==> src/rtl/cic_pkg.sv <==
// Constants and carrier types of the processor interrupt controller
package cic_pkg;

  // ------------------------------------------------------------------
  // Register byte offsets
  // ------------------------------------------------------------------
  localparam logic [7:0] ADDR_CTRL = 8'h00;
  localparam logic [7:0] ADDR_CORE_EN = 8'h04;
  localparam logic [7:0] ADDR_CORE_FLAG = 8'h08;
  localparam logic [7:0] ADDR_MON_STAT = 8'h0c;
  localparam logic [7:0] ADDR_MON_MASK = 8'h10;
  localparam logic [7:0] ADDR_PER_EN_BASE = 8'h20;
  localparam logic [7:0] ADDR_PER_FLAG_BASE = 8'h40;

  // ------------------------------------------------------------------
  // Field positions and reset values
  // ------------------------------------------------------------------
  localparam int unsigned CTRL_GLOBAL_EN_POS = 7;
  localparam int unsigned CTRL_GROUP_EN_POS = 6;
  localparam int unsigned CTRL_PEND_POS = 0;
  localparam int unsigned STAT_TIMEOUT_POS = 4;
  localparam int unsigned STAT_POWERDOWN_POS = 3;
  localparam int unsigned MON_TAKEN_POS = 0;
  localparam int unsigned MON_RETURN_POS = 1;
  localparam int unsigned MON_OVERFLOW_POS = 2;
  localparam int unsigned MON_UNDERFLOW_POS = 3;
  localparam int unsigned MON_W = 4;
  localparam logic [7:0] ENABLE_RST = 8'h00;
  localparam logic [3:0] MON_MASK_RST = 4'h0;

  // ------------------------------------------------------------------
  // Core timing and vector
  // ------------------------------------------------------------------
  localparam int unsigned CLKS_PER_INSTR = 4;
  localparam logic [1:0] Q1_PHASE = 2'h0;
  localparam logic [15:0] IRQ_VECTOR = 16'h0004;

  // ------------------------------------------------------------------
  // Types
  // ------------------------------------------------------------------
  typedef struct packed {
    logic [7:0] w;
    logic [7:0] status;
    logic [7:0] bank_select_reg;
    logic [1:0][15:0] indirect_pointer_regs;
    logic [7:0] pc_high_latch;
  } cic_ctx_type;

  typedef enum logic [2:0] {
    ST_RUN = 3'b001,
    ST_ENTER = 3'b010,
    ST_LEAVE = 3'b100
  } cic_state_type;

endpackage : cic_pkg

==> src/rtl/cic_irq_ctrl.sv <==
// Interrupt controller of the processor core with APB register access
//
// Function
// - Any reset leaves every interrupt enable cleared.
// - Vector only when global enable and the source enable are both set.
// - Peripheral-group sources also need the peripheral-group enable.
// - Core-level sources vector without the peripheral-group enable.
// - A flag sets on its event regardless of any enable.
// - Taking an interrupt flushes the prefetched instruction and clears global enable.
// - Taking an interrupt pushes the current program counter on the return stack.
// - Taking an interrupt copies core context into shadow registers by hardware.
// - Shadow covers working, status except timeout/powerdown, bank, pointers, pc high.
// - After saving context the program counter loads the fixed vector.
// - With global enable clear, events set flags but never redirect.
// - Return instruction pops the stack, restores shadows, sets global enable.
// - An enabled event seen while disabled is served once enabled again.
// - Requests are sampled in the first phase of each instruction cycle.
// - Latency to the vector depends on the instruction executing at detection.
//
// Register access over APB and the register addresses were decided locally.
`timescale 1ns/1ns
module cic_irq_ctrl #(
  parameter int unsigned NPER = 7,
  parameter int unsigned STACK_DEPTH = 16,
  parameter int unsigned PC_W = 15
) (
  // Clock and reset
  input wire logic REF_CLK,
  input wire logic RESET,
  // APB slave
  input wire logic PSEL,
  input wire logic PENABLE,
  input wire logic PWRITE,
  input wire logic [7:0] PADDR,
  input wire logic [31:0] PWDATA,
  output logic [31:0] PRDATA,
  output logic PREADY,
  output logic PSLVERR,
  // Event sources, one-cycle pulses on REF_CLK
  input wire logic [7:0] CORE_EVENT,
  input wire logic [NPER*8-1:0] PER_EVENT,
  // Processor core
  input wire logic INSTR_END,
  input wire logic RETURN_INSTR,
  input wire logic [PC_W-1:0] CORE_PC,
  input wire cic_pkg::cic_ctx_type CORE_CTX,
  output logic Q1_STROBE,
  output logic FLUSH,
  output logic PC_LOAD,
  output logic [PC_W-1:0] PC_VALUE,
  output logic CTX_RESTORE,
  output cic_pkg::cic_ctx_type CTX_VALUE,
  // Monitor interrupt
  output logic MON_IRQ
);

  localparam int unsigned SP_W = $clog2(STACK_DEPTH + 1);

  if (NPER < 1 || NPER > 8 || STACK_DEPTH < 1 || PC_W < 3 || PC_W > 16 ||
      cic_pkg::CLKS_PER_INSTR != 4)
  begin : g_param_check
    $error("cic_irq_ctrl: unsupported parameter values");
  end

  // ------------------------------------------------------------------
  // State
  // ------------------------------------------------------------------
  typedef struct packed {
    cic_pkg::cic_state_type st;
    logic [1:0] phase;
    logic global_irq_enable;
    logic peripheral_group_irq_enable;
    logic [7:0] core_en;
    logic [7:0] core_flag;
    logic [NPER-1:0][7:0] per_en;
    logic [NPER-1:0][7:0] per_flag;
    logic req;
    logic [STACK_DEPTH-1:0][PC_W-1:0] stack;
    logic [SP_W-1:0] sp;
    cic_pkg::cic_ctx_type shadow;
    logic [PC_W-1:0] pc_out;
    cic_pkg::cic_ctx_type ctx_out;
    logic [cic_pkg::MON_W-1:0] mon_stat;
    logic [cic_pkg::MON_W-1:0] mon_mask;
    logic [31:0] prdata;
    logic pslverr;
  } cic_regs_type;

  cic_regs_type r_r;
  cic_regs_type r_nxt;
  logic q1;
  logic core_hit;
  logic per_hit;
  logic pending;
  logic take;

  assign q1 = (r_r.phase == cic_pkg::Q1_PHASE);
  assign core_hit = |(r_r.core_flag & r_r.core_en);
  assign per_hit = |(r_r.per_flag & r_r.per_en);
  assign pending = r_r.global_irq_enable
    & (core_hit | (r_r.peripheral_group_irq_enable & per_hit));
  assign take = (r_r.st == cic_pkg::ST_RUN) & ~RETURN_INSTR & INSTR_END & r_r.req
    & r_r.global_irq_enable;

  // ------------------------------------------------------------------
  // Next state
  // ------------------------------------------------------------------
  always_comb
  begin
    logic setup;
    logic hit;
    logic [31:0] rd;
    logic [7:0] wb;
    setup = PSEL & ~PENABLE;
    hit = 1'b1;
    rd = 32'h0000_0000;
    wb = PWDATA[7:0];
    r_nxt = r_r;
    r_nxt.phase = r_r.phase + 2'h1;
    // Sample the request only in the first phase of the instruction cycle
    if (q1)
    begin
      r_nxt.req = pending;
    end
    // Read decode in setup phase so read data comes from a flop
    if (PADDR == cic_pkg::ADDR_CTRL)
    begin
      rd[cic_pkg::CTRL_GLOBAL_EN_POS] = r_r.global_irq_enable;
      rd[cic_pkg::CTRL_GROUP_EN_POS] = r_r.peripheral_group_irq_enable;
      rd[cic_pkg::CTRL_PEND_POS] = core_hit | (r_r.peripheral_group_irq_enable & per_hit);
    end
    else if (PADDR == cic_pkg::ADDR_CORE_EN)
    begin
      rd[7:0] = r_r.core_en;
    end
    else if (PADDR == cic_pkg::ADDR_CORE_FLAG)
    begin
      rd[7:0] = r_r.core_flag;
    end
    else if (PADDR == cic_pkg::ADDR_MON_STAT)
    begin
      rd[cic_pkg::MON_W-1:0] = r_r.mon_stat;
    end
    else if (PADDR == cic_pkg::ADDR_MON_MASK)
    begin
      rd[cic_pkg::MON_W-1:0] = r_r.mon_mask;
    end
    else
    begin
      hit = 1'b0;
      for (int i = 0; i < NPER; i++)
      begin
        if (PADDR == cic_pkg::ADDR_PER_EN_BASE + 8'(4 * i))
        begin
          hit = 1'b1;
          rd[7:0] = r_r.per_en[i];
        end
        if (PADDR == cic_pkg::ADDR_PER_FLAG_BASE + 8'(4 * i))
        begin
          hit = 1'b1;
          rd[7:0] = r_r.per_flag[i];
        end
      end
    end
    if (setup)
    begin
      r_nxt.prdata = hit ? rd : 32'h0000_0000;
      r_nxt.pslverr = ~hit;
    end
    // Writes take effect in the access phase; flags clear by writing ones
    if (PSEL & PENABLE & PWRITE & ~r_r.pslverr)
    begin
      if (PADDR == cic_pkg::ADDR_CTRL)
      begin
        r_nxt.global_irq_enable = wb[cic_pkg::CTRL_GLOBAL_EN_POS];
        r_nxt.peripheral_group_irq_enable = wb[cic_pkg::CTRL_GROUP_EN_POS];
      end
      else if (PADDR == cic_pkg::ADDR_CORE_EN)
      begin
        r_nxt.core_en = wb;
      end
      else if (PADDR == cic_pkg::ADDR_CORE_FLAG)
      begin
        r_nxt.core_flag = r_r.core_flag & ~wb;
      end
      else if (PADDR == cic_pkg::ADDR_MON_STAT)
      begin
        r_nxt.mon_stat = r_r.mon_stat & ~wb[cic_pkg::MON_W-1:0];
      end
      else if (PADDR == cic_pkg::ADDR_MON_MASK)
      begin
        r_nxt.mon_mask = wb[cic_pkg::MON_W-1:0];
      end
      else
      begin
        for (int i = 0; i < NPER; i++)
        begin
          if (PADDR == cic_pkg::ADDR_PER_EN_BASE + 8'(4 * i))
          begin
            r_nxt.per_en[i] = wb;
          end
          if (PADDR == cic_pkg::ADDR_PER_FLAG_BASE + 8'(4 * i))
          begin
            r_nxt.per_flag[i] = r_r.per_flag[i] & ~wb;
          end
        end
      end
    end
    // Events set flags after the clear, so a same-cycle event is kept
    r_nxt.core_flag = r_nxt.core_flag | CORE_EVENT;
    r_nxt.per_flag = r_nxt.per_flag | PER_EVENT;
    // Entry and return sequencing
    case (r_r.st)
      cic_pkg::ST_RUN:
      begin
        if (RETURN_INSTR)
        begin
          if (r_r.sp != '0)
          begin
            r_nxt.sp = r_r.sp - SP_W'(1);
            r_nxt.pc_out = r_r.stack[r_r.sp - SP_W'(1)];
          end
          else
          begin
            r_nxt.mon_stat[cic_pkg::MON_UNDERFLOW_POS] = 1'b1;
          end
          r_nxt.ctx_out = r_r.shadow;
          r_nxt.ctx_out.status[cic_pkg::STAT_TIMEOUT_POS] =
            CORE_CTX.status[cic_pkg::STAT_TIMEOUT_POS];
          r_nxt.ctx_out.status[cic_pkg::STAT_POWERDOWN_POS] =
            CORE_CTX.status[cic_pkg::STAT_POWERDOWN_POS];
          r_nxt.global_irq_enable = 1'b1;
          r_nxt.mon_stat[cic_pkg::MON_RETURN_POS] = 1'b1;
          r_nxt.st = cic_pkg::ST_LEAVE;
        end
        else if (take)
        begin
          r_nxt.global_irq_enable = 1'b0;
          r_nxt.req = 1'b0;
          if (r_r.sp < SP_W'(STACK_DEPTH))
          begin
            r_nxt.stack[r_r.sp] = CORE_PC;
            r_nxt.sp = r_r.sp + SP_W'(1);
          end
          else
          begin
            r_nxt.mon_stat[cic_pkg::MON_OVERFLOW_POS] = 1'b1;
          end
          r_nxt.shadow = CORE_CTX;
          r_nxt.pc_out = PC_W'(cic_pkg::IRQ_VECTOR);
          r_nxt.mon_stat[cic_pkg::MON_TAKEN_POS] = 1'b1;
          r_nxt.st = cic_pkg::ST_ENTER;
        end
      end
      default:
      begin
        r_nxt.st = cic_pkg::ST_RUN;
      end
    endcase
  end

  always_ff @(posedge REF_CLK)
  begin
    if (RESET)
    begin
      r_r <= '0;
      r_r.st <= cic_pkg::ST_RUN;
    end
    else
    begin
      r_r <= r_nxt;
    end
  end

  // ------------------------------------------------------------------
  // Outputs
  // ------------------------------------------------------------------
  assign PRDATA = r_r.prdata;
  assign PREADY = 1'b1;
  assign PSLVERR = PSEL & PENABLE & r_r.pslverr;
  assign Q1_STROBE = q1;
  assign FLUSH = (r_r.st == cic_pkg::ST_ENTER);
  assign PC_LOAD = (r_r.st == cic_pkg::ST_ENTER) | (r_r.st == cic_pkg::ST_LEAVE);
  assign PC_VALUE = r_r.pc_out;
  assign CTX_RESTORE = (r_r.st == cic_pkg::ST_LEAVE);
  assign CTX_VALUE = r_r.ctx_out;
  assign MON_IRQ = |(r_r.mon_stat & r_r.mon_mask);
endmodule : cic_irq_ctrl

==> config.mk <==
export PLATFORM = sky130hd
export DESIGN_NAME = cic_irq_ctrl
export DESIGN_NICKNAME = d
export VERILOG_FILES = /design/src/rtl/cic_pkg.sv /design/src/rtl/cic_irq_ctrl.sv
export SDC_FILE = /design/constraint.sdc
export NUM_CORES = 1
export LEC_CHECK = 0
export BUFFER_PORTS_ARGS = -buffer_cell sky130_fd_sc_hd__clkbuf_2
export CAP_MARGIN = 20
export CORE_ASPECT_RATIO = 0.9
export CORE_MARGIN = 2
export CORE_UTILIZATION = 53
export DETAILED_ROUTE_END_ITERATION = 7
export PLACE_DENSITY_LB_ADDON = 0.1
export REMOVE_ABC_BUFFERS = 1
export SETUP_SLACK_MARGIN = 0.05
export SLEW_MARGIN = 20
export SYNTH_ARGS = -nofsm -noshare
export SYNTH_HDL_FRONTEND = slang
export SYNTH_SLANG_ARGS = --single-unit
==> constraint.sdc <==
create_clock -name REF_CLK -period 4.7 [get_ports REF_CLK]
set_clock_uncertainty 0.2 [all_clocks]
set_input_delay 0.47 -clock REF_CLK [delete_from_list [all_inputs] [get_ports REF_CLK]]
set_output_delay 0.47 -clock REF_CLK [all_outputs]
set_load 0.005 [all_outputs]
; Word level (Yosys, flattened, before mapping)
; Index checks and enable logic that the tools add are counted.
[word_totals]
regBits = 565
out_inout_bits = 118
[classes]
order_cmp = 4
n_mux = 101
n_reduce_logical = 26
n_eq_ne = 22
addsub = 3
bitwise_logic = 39
[ops]
columns = cell, count
row1 = $mux 393, 1
row2 = $mux 112, 3
row3 = $mux 325, 1
row4 = $mux 8, 37
row5 = $mux 245, 1
row6 = $mux 241, 1
row7 = $bwmux 240, 1
row8 = $mux 130, 1
row9 = $mux 128, 1
row10 = $mux 120, 1
row11 = $and 8x8->8, 9
row12 = $mux 65, 1
row13 = $mux 64, 1
row14 = $bmux 15 s4, 1
row15 = $demux 15 s4, 1
row16 = $mux 15, 4
row17 = $and 56x56->56, 1
row18 = $eq 8x6->1 const B, 7
row19 = $eq 8x7->1 const B, 7
row20 = $or 56x56->56, 1
row21 = $reduce_or 56->1, 1
row22 = $reduce_and 7->1, 7
row23 = $mux 1, 31
row24 = $mux 4, 7
row25 = other kinds (35), 68

; Logic depth before layout (Yosys ltp)
; Gate-level depths: netlist of run 1.
[depth]
word_depth = 21
mapped_depth = 11

; Worst setup path before layout of run 1
; OpenSTA, ideal clock, no wires.
[synth_path]
path_type = reg-to-reg
from = register r_r[184] in the netlist's numbering
to = register r_r (netlist bit PC_VALUE[10])
path_buffers = 3
slack_ps = 1177
stages_incl_launch_ff = 10
t_arrival_ps = 3195
setup_ps = 128
cell_sequence = dfxtp_1 -> clkbuf_1 -> buf_1 -> inv_1 -> ha_1 -> xor2_1 -> buf_2 -> mux4_2 -> a22oi_1 -> nor2_1
[synth_via]
elab_chain_len = 5
word_cells_on_any_way = 8
cone_classes = add/sub: 1 / eq/ne: 1 / mux: 4 / reduce/logical: 2
[synth_rtl]
columns = element, line_no
row1 = from (decl), cic_irq_ctrl.sv:89  ; cic_regs_type r_r;
row2 = from (signal assigned), cic_irq_ctrl.sv:271  ; r_r <= r_nxt;
row3 = $sub 5x1->5, cic_irq_ctrl.sv:221  ; r_nxt.pc_out = r_r.stack[r_r.sp - SP_W'(1)];
row4 = $bmux 15 s4, cic_irq_ctrl.sv:221
row5 = $mux 15 (implied by the code), cic_irq_ctrl.sv:221
row6 = $mux 15, cic_irq_ctrl.sv:218  ; if (r_r.sp != '0)
row7 = $mux 15, cic_irq_ctrl.sv:216  ; if (RETURN_INSTR)
; Several ways; a longest one is shown, not always the timed one. The select of a mux whose other input is x is not followed.
; A chain may end at the register's enable or synchronous reset.

==> flow_summary.ini, run 1 <==
[outcome]
status = complete, no violations

[detailed_routing]
vias_per_cell = 5.80
drt_pass1_iterations = 6
ant_nets = 0
wl_per_cell_um = 21.0
drt-initial-drc-count = 1901
vias = 20300
drc = 0
routed_wl_um = 73500

[grt]
grt_pass1_vias = 19400
grt_use_total_pct = 30.7
grt_max_degree = 169
grt_pass1_wl_um = 112000
antenna_found_initial = 2
grt_overflow = 0

[floorplan]
ios = 308
die_area_mm2 = 0.0470
start_util_pct = 54.0
core-area_mm2 = 0.0444
die_height_um = 206
die_w_um = 228
row_count = 73

[power_and_ir_drop]
p_leak_nw = 11.7
swShare_pct = 28.8
seqPwrFrac_pct = 42.9
p_int_mw = 7.92
share_comb_of_total_power_pct = 17.3
peakVddDrop_v = 0.000365
pwr_density_cell_mw_per_mm2 = 398
clkPwrFrac_pct = 39.7
switchingPower_mw = 3.20

[sta]
maxSlewHeadroom_pct = 28.6
finalCritPeriodShare_pct = 75.3
min_period_ns = 3.54
finalHoldViolations = 0
rsz0062_at_grt = false
worst_pin_slew_ns = 1.04
finalWorstSetupSlack_ns = 1.16
fmax_mhz = 282
final_max_slew_viol_count = 0
holdWs_ns = 0.0366
setup_viol = 0

[cts]
clk_pin_slew_ns = 0.07
cts_buffers = 55
clock_path_buffers = 3
cts-root-buf = clkbuf_16
cts_tree = yes
clock-sinks = 539
cts_hold_buf = 128
post_cts_buffers = 0
cts_resized = 0
clk_latency_ns = 0.62
h-tree-depth = 2

[yosys]
yosysWarnings = 0
async_flop_share_pct = 0
ys_seq_elements = 539
syn-instance-count = 2663
ys_seq_area_share_pct = 45.0
synthFlopType = dfxtp_1
netlist_area_mm2 = 0.0240
netlist-cell-type-count = 80
syn_avg_cell_area_um2 = 9.01
synth_edf_count = 0

[layout]
fin_nets = 3055
mostFrequentLayoutCell = dfxtp_1
design_area_mm2 = 0.0279
final_util_pct = 62.9
drive_gt1_share_pct = 17.9
multi_input_area_mm2 = 0.0116
nFillCells = 3757
regArea_mm2 = 0.0108
layout_common_cells = dfxtp_1, nand2_1, nor2_1
area_delta_synth_final_pct = 16.4

[worst_hold_path]
hold_path_class = input port to flop
holdPathStages = 3

[job]
drv_cap = 0

[setup_path]
slowest_stage = nand3_2
crit_path_end_kind = flop
path_delay_family = simple AND/OR/NAND/NOR gates
crit_chain = or3b_1 > or3_2 > nor2_4 > nand3_2 > mux2i_1 > nor2_1
crit_buf_inv = 0
critPathMaxFanout = 20
cp.arrival_ns = 3.81
cp.required_ns = 4.97
cp_num_cells = 6
path_class = flop to flop
r2r_cells = 6
start_kind = flop
max_stage_delay_ns = 0.80

[placement]
dp_hpwl_um = 47200
gp_congestion = 1.00
io_buffer_count = 258
place_ws_ns = 0.971
dpl_cell_area_mm2 = 0.0248
==> synthesized netlist by cell type (8+ instances only) <==
master    instances  share of area (%)
a21oi_1         291                6.1
a221oi_1         25               0.91
a22o_1           19               0.69
a22oi_1          37                1.2
buf_1            16               0.25
buf_2            31               0.65
buf_4           119                3.7
buf_6             8               0.38
clkbuf_1        137                2.1
dfxtp_1         539                 45
mux2i_1         244                 10
mux4_2           75                7.0
nand2_1         475                7.4
nand3_1          19               0.40
nor2_1          366                5.7
nor2b_1          10               0.26
nor3_1           12               0.25
o21ai_0          47               0.98
o22ai_1          12               0.31
==> logic make-up (layout without fill, tap and decap cells) <==
kind of cell / Yosys count / in the layout / share of synthesized area, %
AND/OR/NAND/NOR: 979 / 979 / 17.5
flip-flops: 539 / 539 / 45.0
AO/OA/AOI/OAI: 493 / 493 / 12.3
multiplexers: 320 / 320 / 17.3
buffers and inverters: 320 / 538 / 7.40
adder cells (fa/ha/maj): 6 / 6 / 0.313
XOR/XNOR: 4 / 4 / 0.146
other: 2 / 27 / 0.0313
==> area by class of cell <==
type / count / share of cell area [%]
multi-input combinational: 1827 / 41.4
antenna: 2 / 0.0179
clock inverter: 23 / 0.780
clock buffer: 79 / 5.83
sequential: 539 / 38.6
inverter: 7 / 0.0941
tap: 600 / 2.69
timing repair buffer: 429 / 10.5
==> stage by stage <==
stage                     std cells  total power [mW]  TNS (ns)
after floorplan                2373              5.86    -28.97
after global placement         3274              6.67         0
after detailed placement       3274              6.69         0
after CTS                      3504              11.2         0
after global routing           3505              11.5         0
final                          3506              11.1         0
==> power groups by stage <==
stage | Combinational, mW | Clock (mW) | Sequential (mW)
after floorplan | 0.981 | 0 | 4.88
after global placement | 1.80 | 0 | 4.87
after detailed placement | 1.82 | 0 | 4.87
after CTS | 1.91 | 4.50 | 4.77
after global routing | 2.02 | 4.70 | 4.78
final | 1.93 | 4.42 | 4.77
==> path summary, 6_finish.rpt <==
path | start | to | slack (ns)
max | r_r[562]$_SDFFE_PP1N_ | flop | 1.16
min | RETURN_INSTR | r_r[186]$_SDFFE_PP0P_ | 0.04
max reg2reg | r_r[562]$_SDFFE_PP1N_ | flop | 1.16
min reg2reg | r_r[560]$_SDFF_PP0_ | r_r[560]$_SDFF_PP0_ | 0.22
==> routing by layer <==
metal	vias up	global-route usage (%)	part of all wire (%)
met4	0	12.7	3.7
met5	-	0	0
met3	167	5.71	7.6
met2	861	49.4	46
met1	9799	40.8	43
li1	9494	-	-
==> worst min-delay path: cells and delay by family <==
family / cells / cell delay (ns)
AO/OA/AOI/OAI: 2 / 0.17
buffers and inverters: 1 / 0.15
No activity file was read; power rests on OpenSTA's default activity.
==> inputs of run 2 (changes only) <==
==> constraint.sdc (replaced) <==
create_clock -name REF_CLK -period 3.3 [get_ports REF_CLK]
set_clock_uncertainty 0.2 [all_clocks]
set_input_delay 0.33 -clock REF_CLK [delete_from_list [all_inputs] [get_ports REF_CLK]]
set_output_delay 0.33 -clock REF_CLK [all_outputs]
set_load 0.005 [all_outputs]
==> flow_summary.ini, run 2 (same netlist as run 1, synthesis figures left out) <==
[setup_path]
cp.arrival_ns = 3.21
crit_chain = or3b_1 > or3_2 > nor2_4 > buf_4 > nand3_4 > mux2i_1 > nor2_1
critPathMaxFanout = 15
path_delay_family = simple AND/OR/NAND/NOR gates
crit_buf_inv = 1
crit_path_end_kind = flop
slowest_stage = or3_2
cp.required_ns = 3.60
regToRegStartpoint = r_r[562]$_SDFFE_PP1N_
max_stage_delay_ns = 0.50
r2r_cells = 7
path_class = flop to flop
start_kind = flop
reg2reg_slack_ns = 0.38

[grt]
grt_max_degree = 115
grt_pass1_vias = 19600
grt_use_total_pct = 31.2
antenna_found_initial = 1
grt_pass1_wl_um = 114000
grt_overflow = 0

[sta]
finalWorstSetupSlack_ns = 0.382
maxSlewHeadroom_pct = 29.3
fmax_mhz = 343
final_max_slew_viol_count = 0
finalHoldViolations = 0
finalSetupTns_ns = 0
min_period_ns = 2.92
finalCritPeriodShare_pct = 88.4
rsz0062_at_grt = false
worst_pin_slew_ns = 1.05
setup_viol = 0

[power_and_ir_drop]
switchingPower_mw = 4.64
p_leak_nw = 12.0
peakVddDrop_v = 0.000568
p_int_mw = 11.7
swShare_pct = 28.4
seqPwrFrac_pct = 41.3
pwr_density_cell_mw_per_mm2 = 570
clkPwrFrac_pct = 40.5
share_comb_of_total_power_pct = 18.2

[cts]
clk_pin_slew_ns = 0.06
clock_path_buffers = 3
clk_latency_ns = 0.62
cts-root-buf = clkbuf_16
h-tree-depth = 2
clock-sinks = 539
cts_buffers = 55
cts_tree = yes
cts_resized = 0

[layout]
mostFrequentLayoutCell = dfxtp_1
drive_gt1_share_pct = 19.0
area_delta_synth_final_pct = 19.3
fin_nets = 3117
layout_common_cells = dfxtp_1, nand2_1, nor2_1
layout.cells.non_filler = 3568
regArea_mm2 = 0.0108
final_util_pct = 64.5
multi_input_area_mm2 = 0.0116
nFillCells = 3649

[detailed_routing]
ant_nets = 0
vias_per_cell = 5.77
routed_wl_um = 75000
wl_per_cell_um = 21.0
vias = 20600
drc = 0
drt_pass1_iterations = 6
drt-initial-drc-count = 2020

[floorplan]
ios = 308
core-area_mm2 = 0.0444
die_w_um = 228
row_count = 73
die_area_mm2 = 0.0470
start_util_pct = 54.0
die_height_um = 206

[placement]
gp_congestion = 1.00
io_buffer_count = 258
place_ws_ns = 0.271
dp_cells = 3316
dp_hpwl_um = 48600

[worst_hold_path]
whs_endpoint = PRDATA[0]$_SDFFE_PP0P_
hold_start = PSEL
holdPathStages = 5
hold_path_class = input port to flop

[outcome]
status = complete, no violations

[job]
drv_cap = 0
==> run 2: changes by cell type in the layout (fill, tap and decap cells not counted), sizes merged <==
cell | previous run | this run
clkinv | 16 | 13
buf | 44 | 86
dlygate4sd3 | 128 | 148
inv | 9 | 8
clkinvlp | 2 | 3
bufinv | 3 | 6
==> run 2: area by class of cell <==
| cell class | count | share of cell area [%] |
|---|---|---|
| Antenna cell | 2 | 0.0175 |
| Clock buffer | 79 | 5.72 |
| Timing Repair Buffer | 491 | 12.3 |
| Sequential cell | 539 | 37.7 |
| Inverter | 7 | 0.0918 |
| Multi-Input combinational cell | 1827 | 40.4 |
| Clock inverter | 23 | 1.09 |
| Tap cell | 600 | 2.62 |
==> run 2: how the worst max path moves through the flow <==
stage / startpoint / to / slack, ns / cells past startpoint
6_report: r_r[562]$_SDFFE_PP1N_ / flop / 0.38 / 7
5_1_grt: r_r[562]$_SDFFE_PP1N_ / flop / 0.21 / 7
4_1_cts: r_r[562]$_SDFFE_PP1N_ / flop / 0.36 / 7
3_5_place_dp: PADDR[4] / PRDATA[2]$_SDFFE_PP0P_ / 0.27 / 8
3_3_place_gp: PADDR[2] / PRDATA[5]$_SDFFE_PP0P_ / 0.25 / 8
2_1_floorplan: r_r[184]$_SDFFE_PP0P_ / PC_VALUE[0]$_SDFFE_PP0P_ / -2.87 / 6
==> run 2: power by group through the flow <==
| stage | logic [mW] | clock network, mW | registers, mW |
|---|---|---|---|
| floorplan | 1.40 | 0 | 6.95 |
| global placement | 2.78 | 0 | 6.88 |
| detailed placement | 2.82 | 0 | 6.88 |
| CTS | 2.98 | 6.69 | 6.74 |
| global route | 3.15 | 6.97 | 6.75 |
| finish | 2.97 | 6.60 | 6.75 |
==> run 2: per-layer routing <==
layer	track usage (%)	vias up	share of wire (%)	wire, µm
met3	5.35	158	7.3	5440
met4	10.5	2	3.0	2230
met2	51.0	841	47	35100
met5	0	-	0.015	11
met1	42.2	9999	43	32300
li1	-	9602	-	-
==> run 2: timing repair <==
action,CTS,global route
buffers inserted,0,0
hold buffers,148,0
endpoints found under the hold margin,330,0
==> run 2: through the flow <==
step,power (mW),instance area [µm²],hold WS [ns]
after floorplan,8.34,22300,0.188
after global placement,9.66,25200,0.200
after global routing,16.9,28600,0.116
final,16.3,28600,0.107
after detailed placement,9.70,25200,0.207
after CTS,16.4,28600,0.0630
==> run 2: worst min-delay path: cells and delay by family <==
kind / cells / cell delay, ns
AND/OR/NAND/NOR: 3 / 0.38
buffers and inverters: 1 / 0.12
AO/OA/AOI/OAI: 1 / 0.05
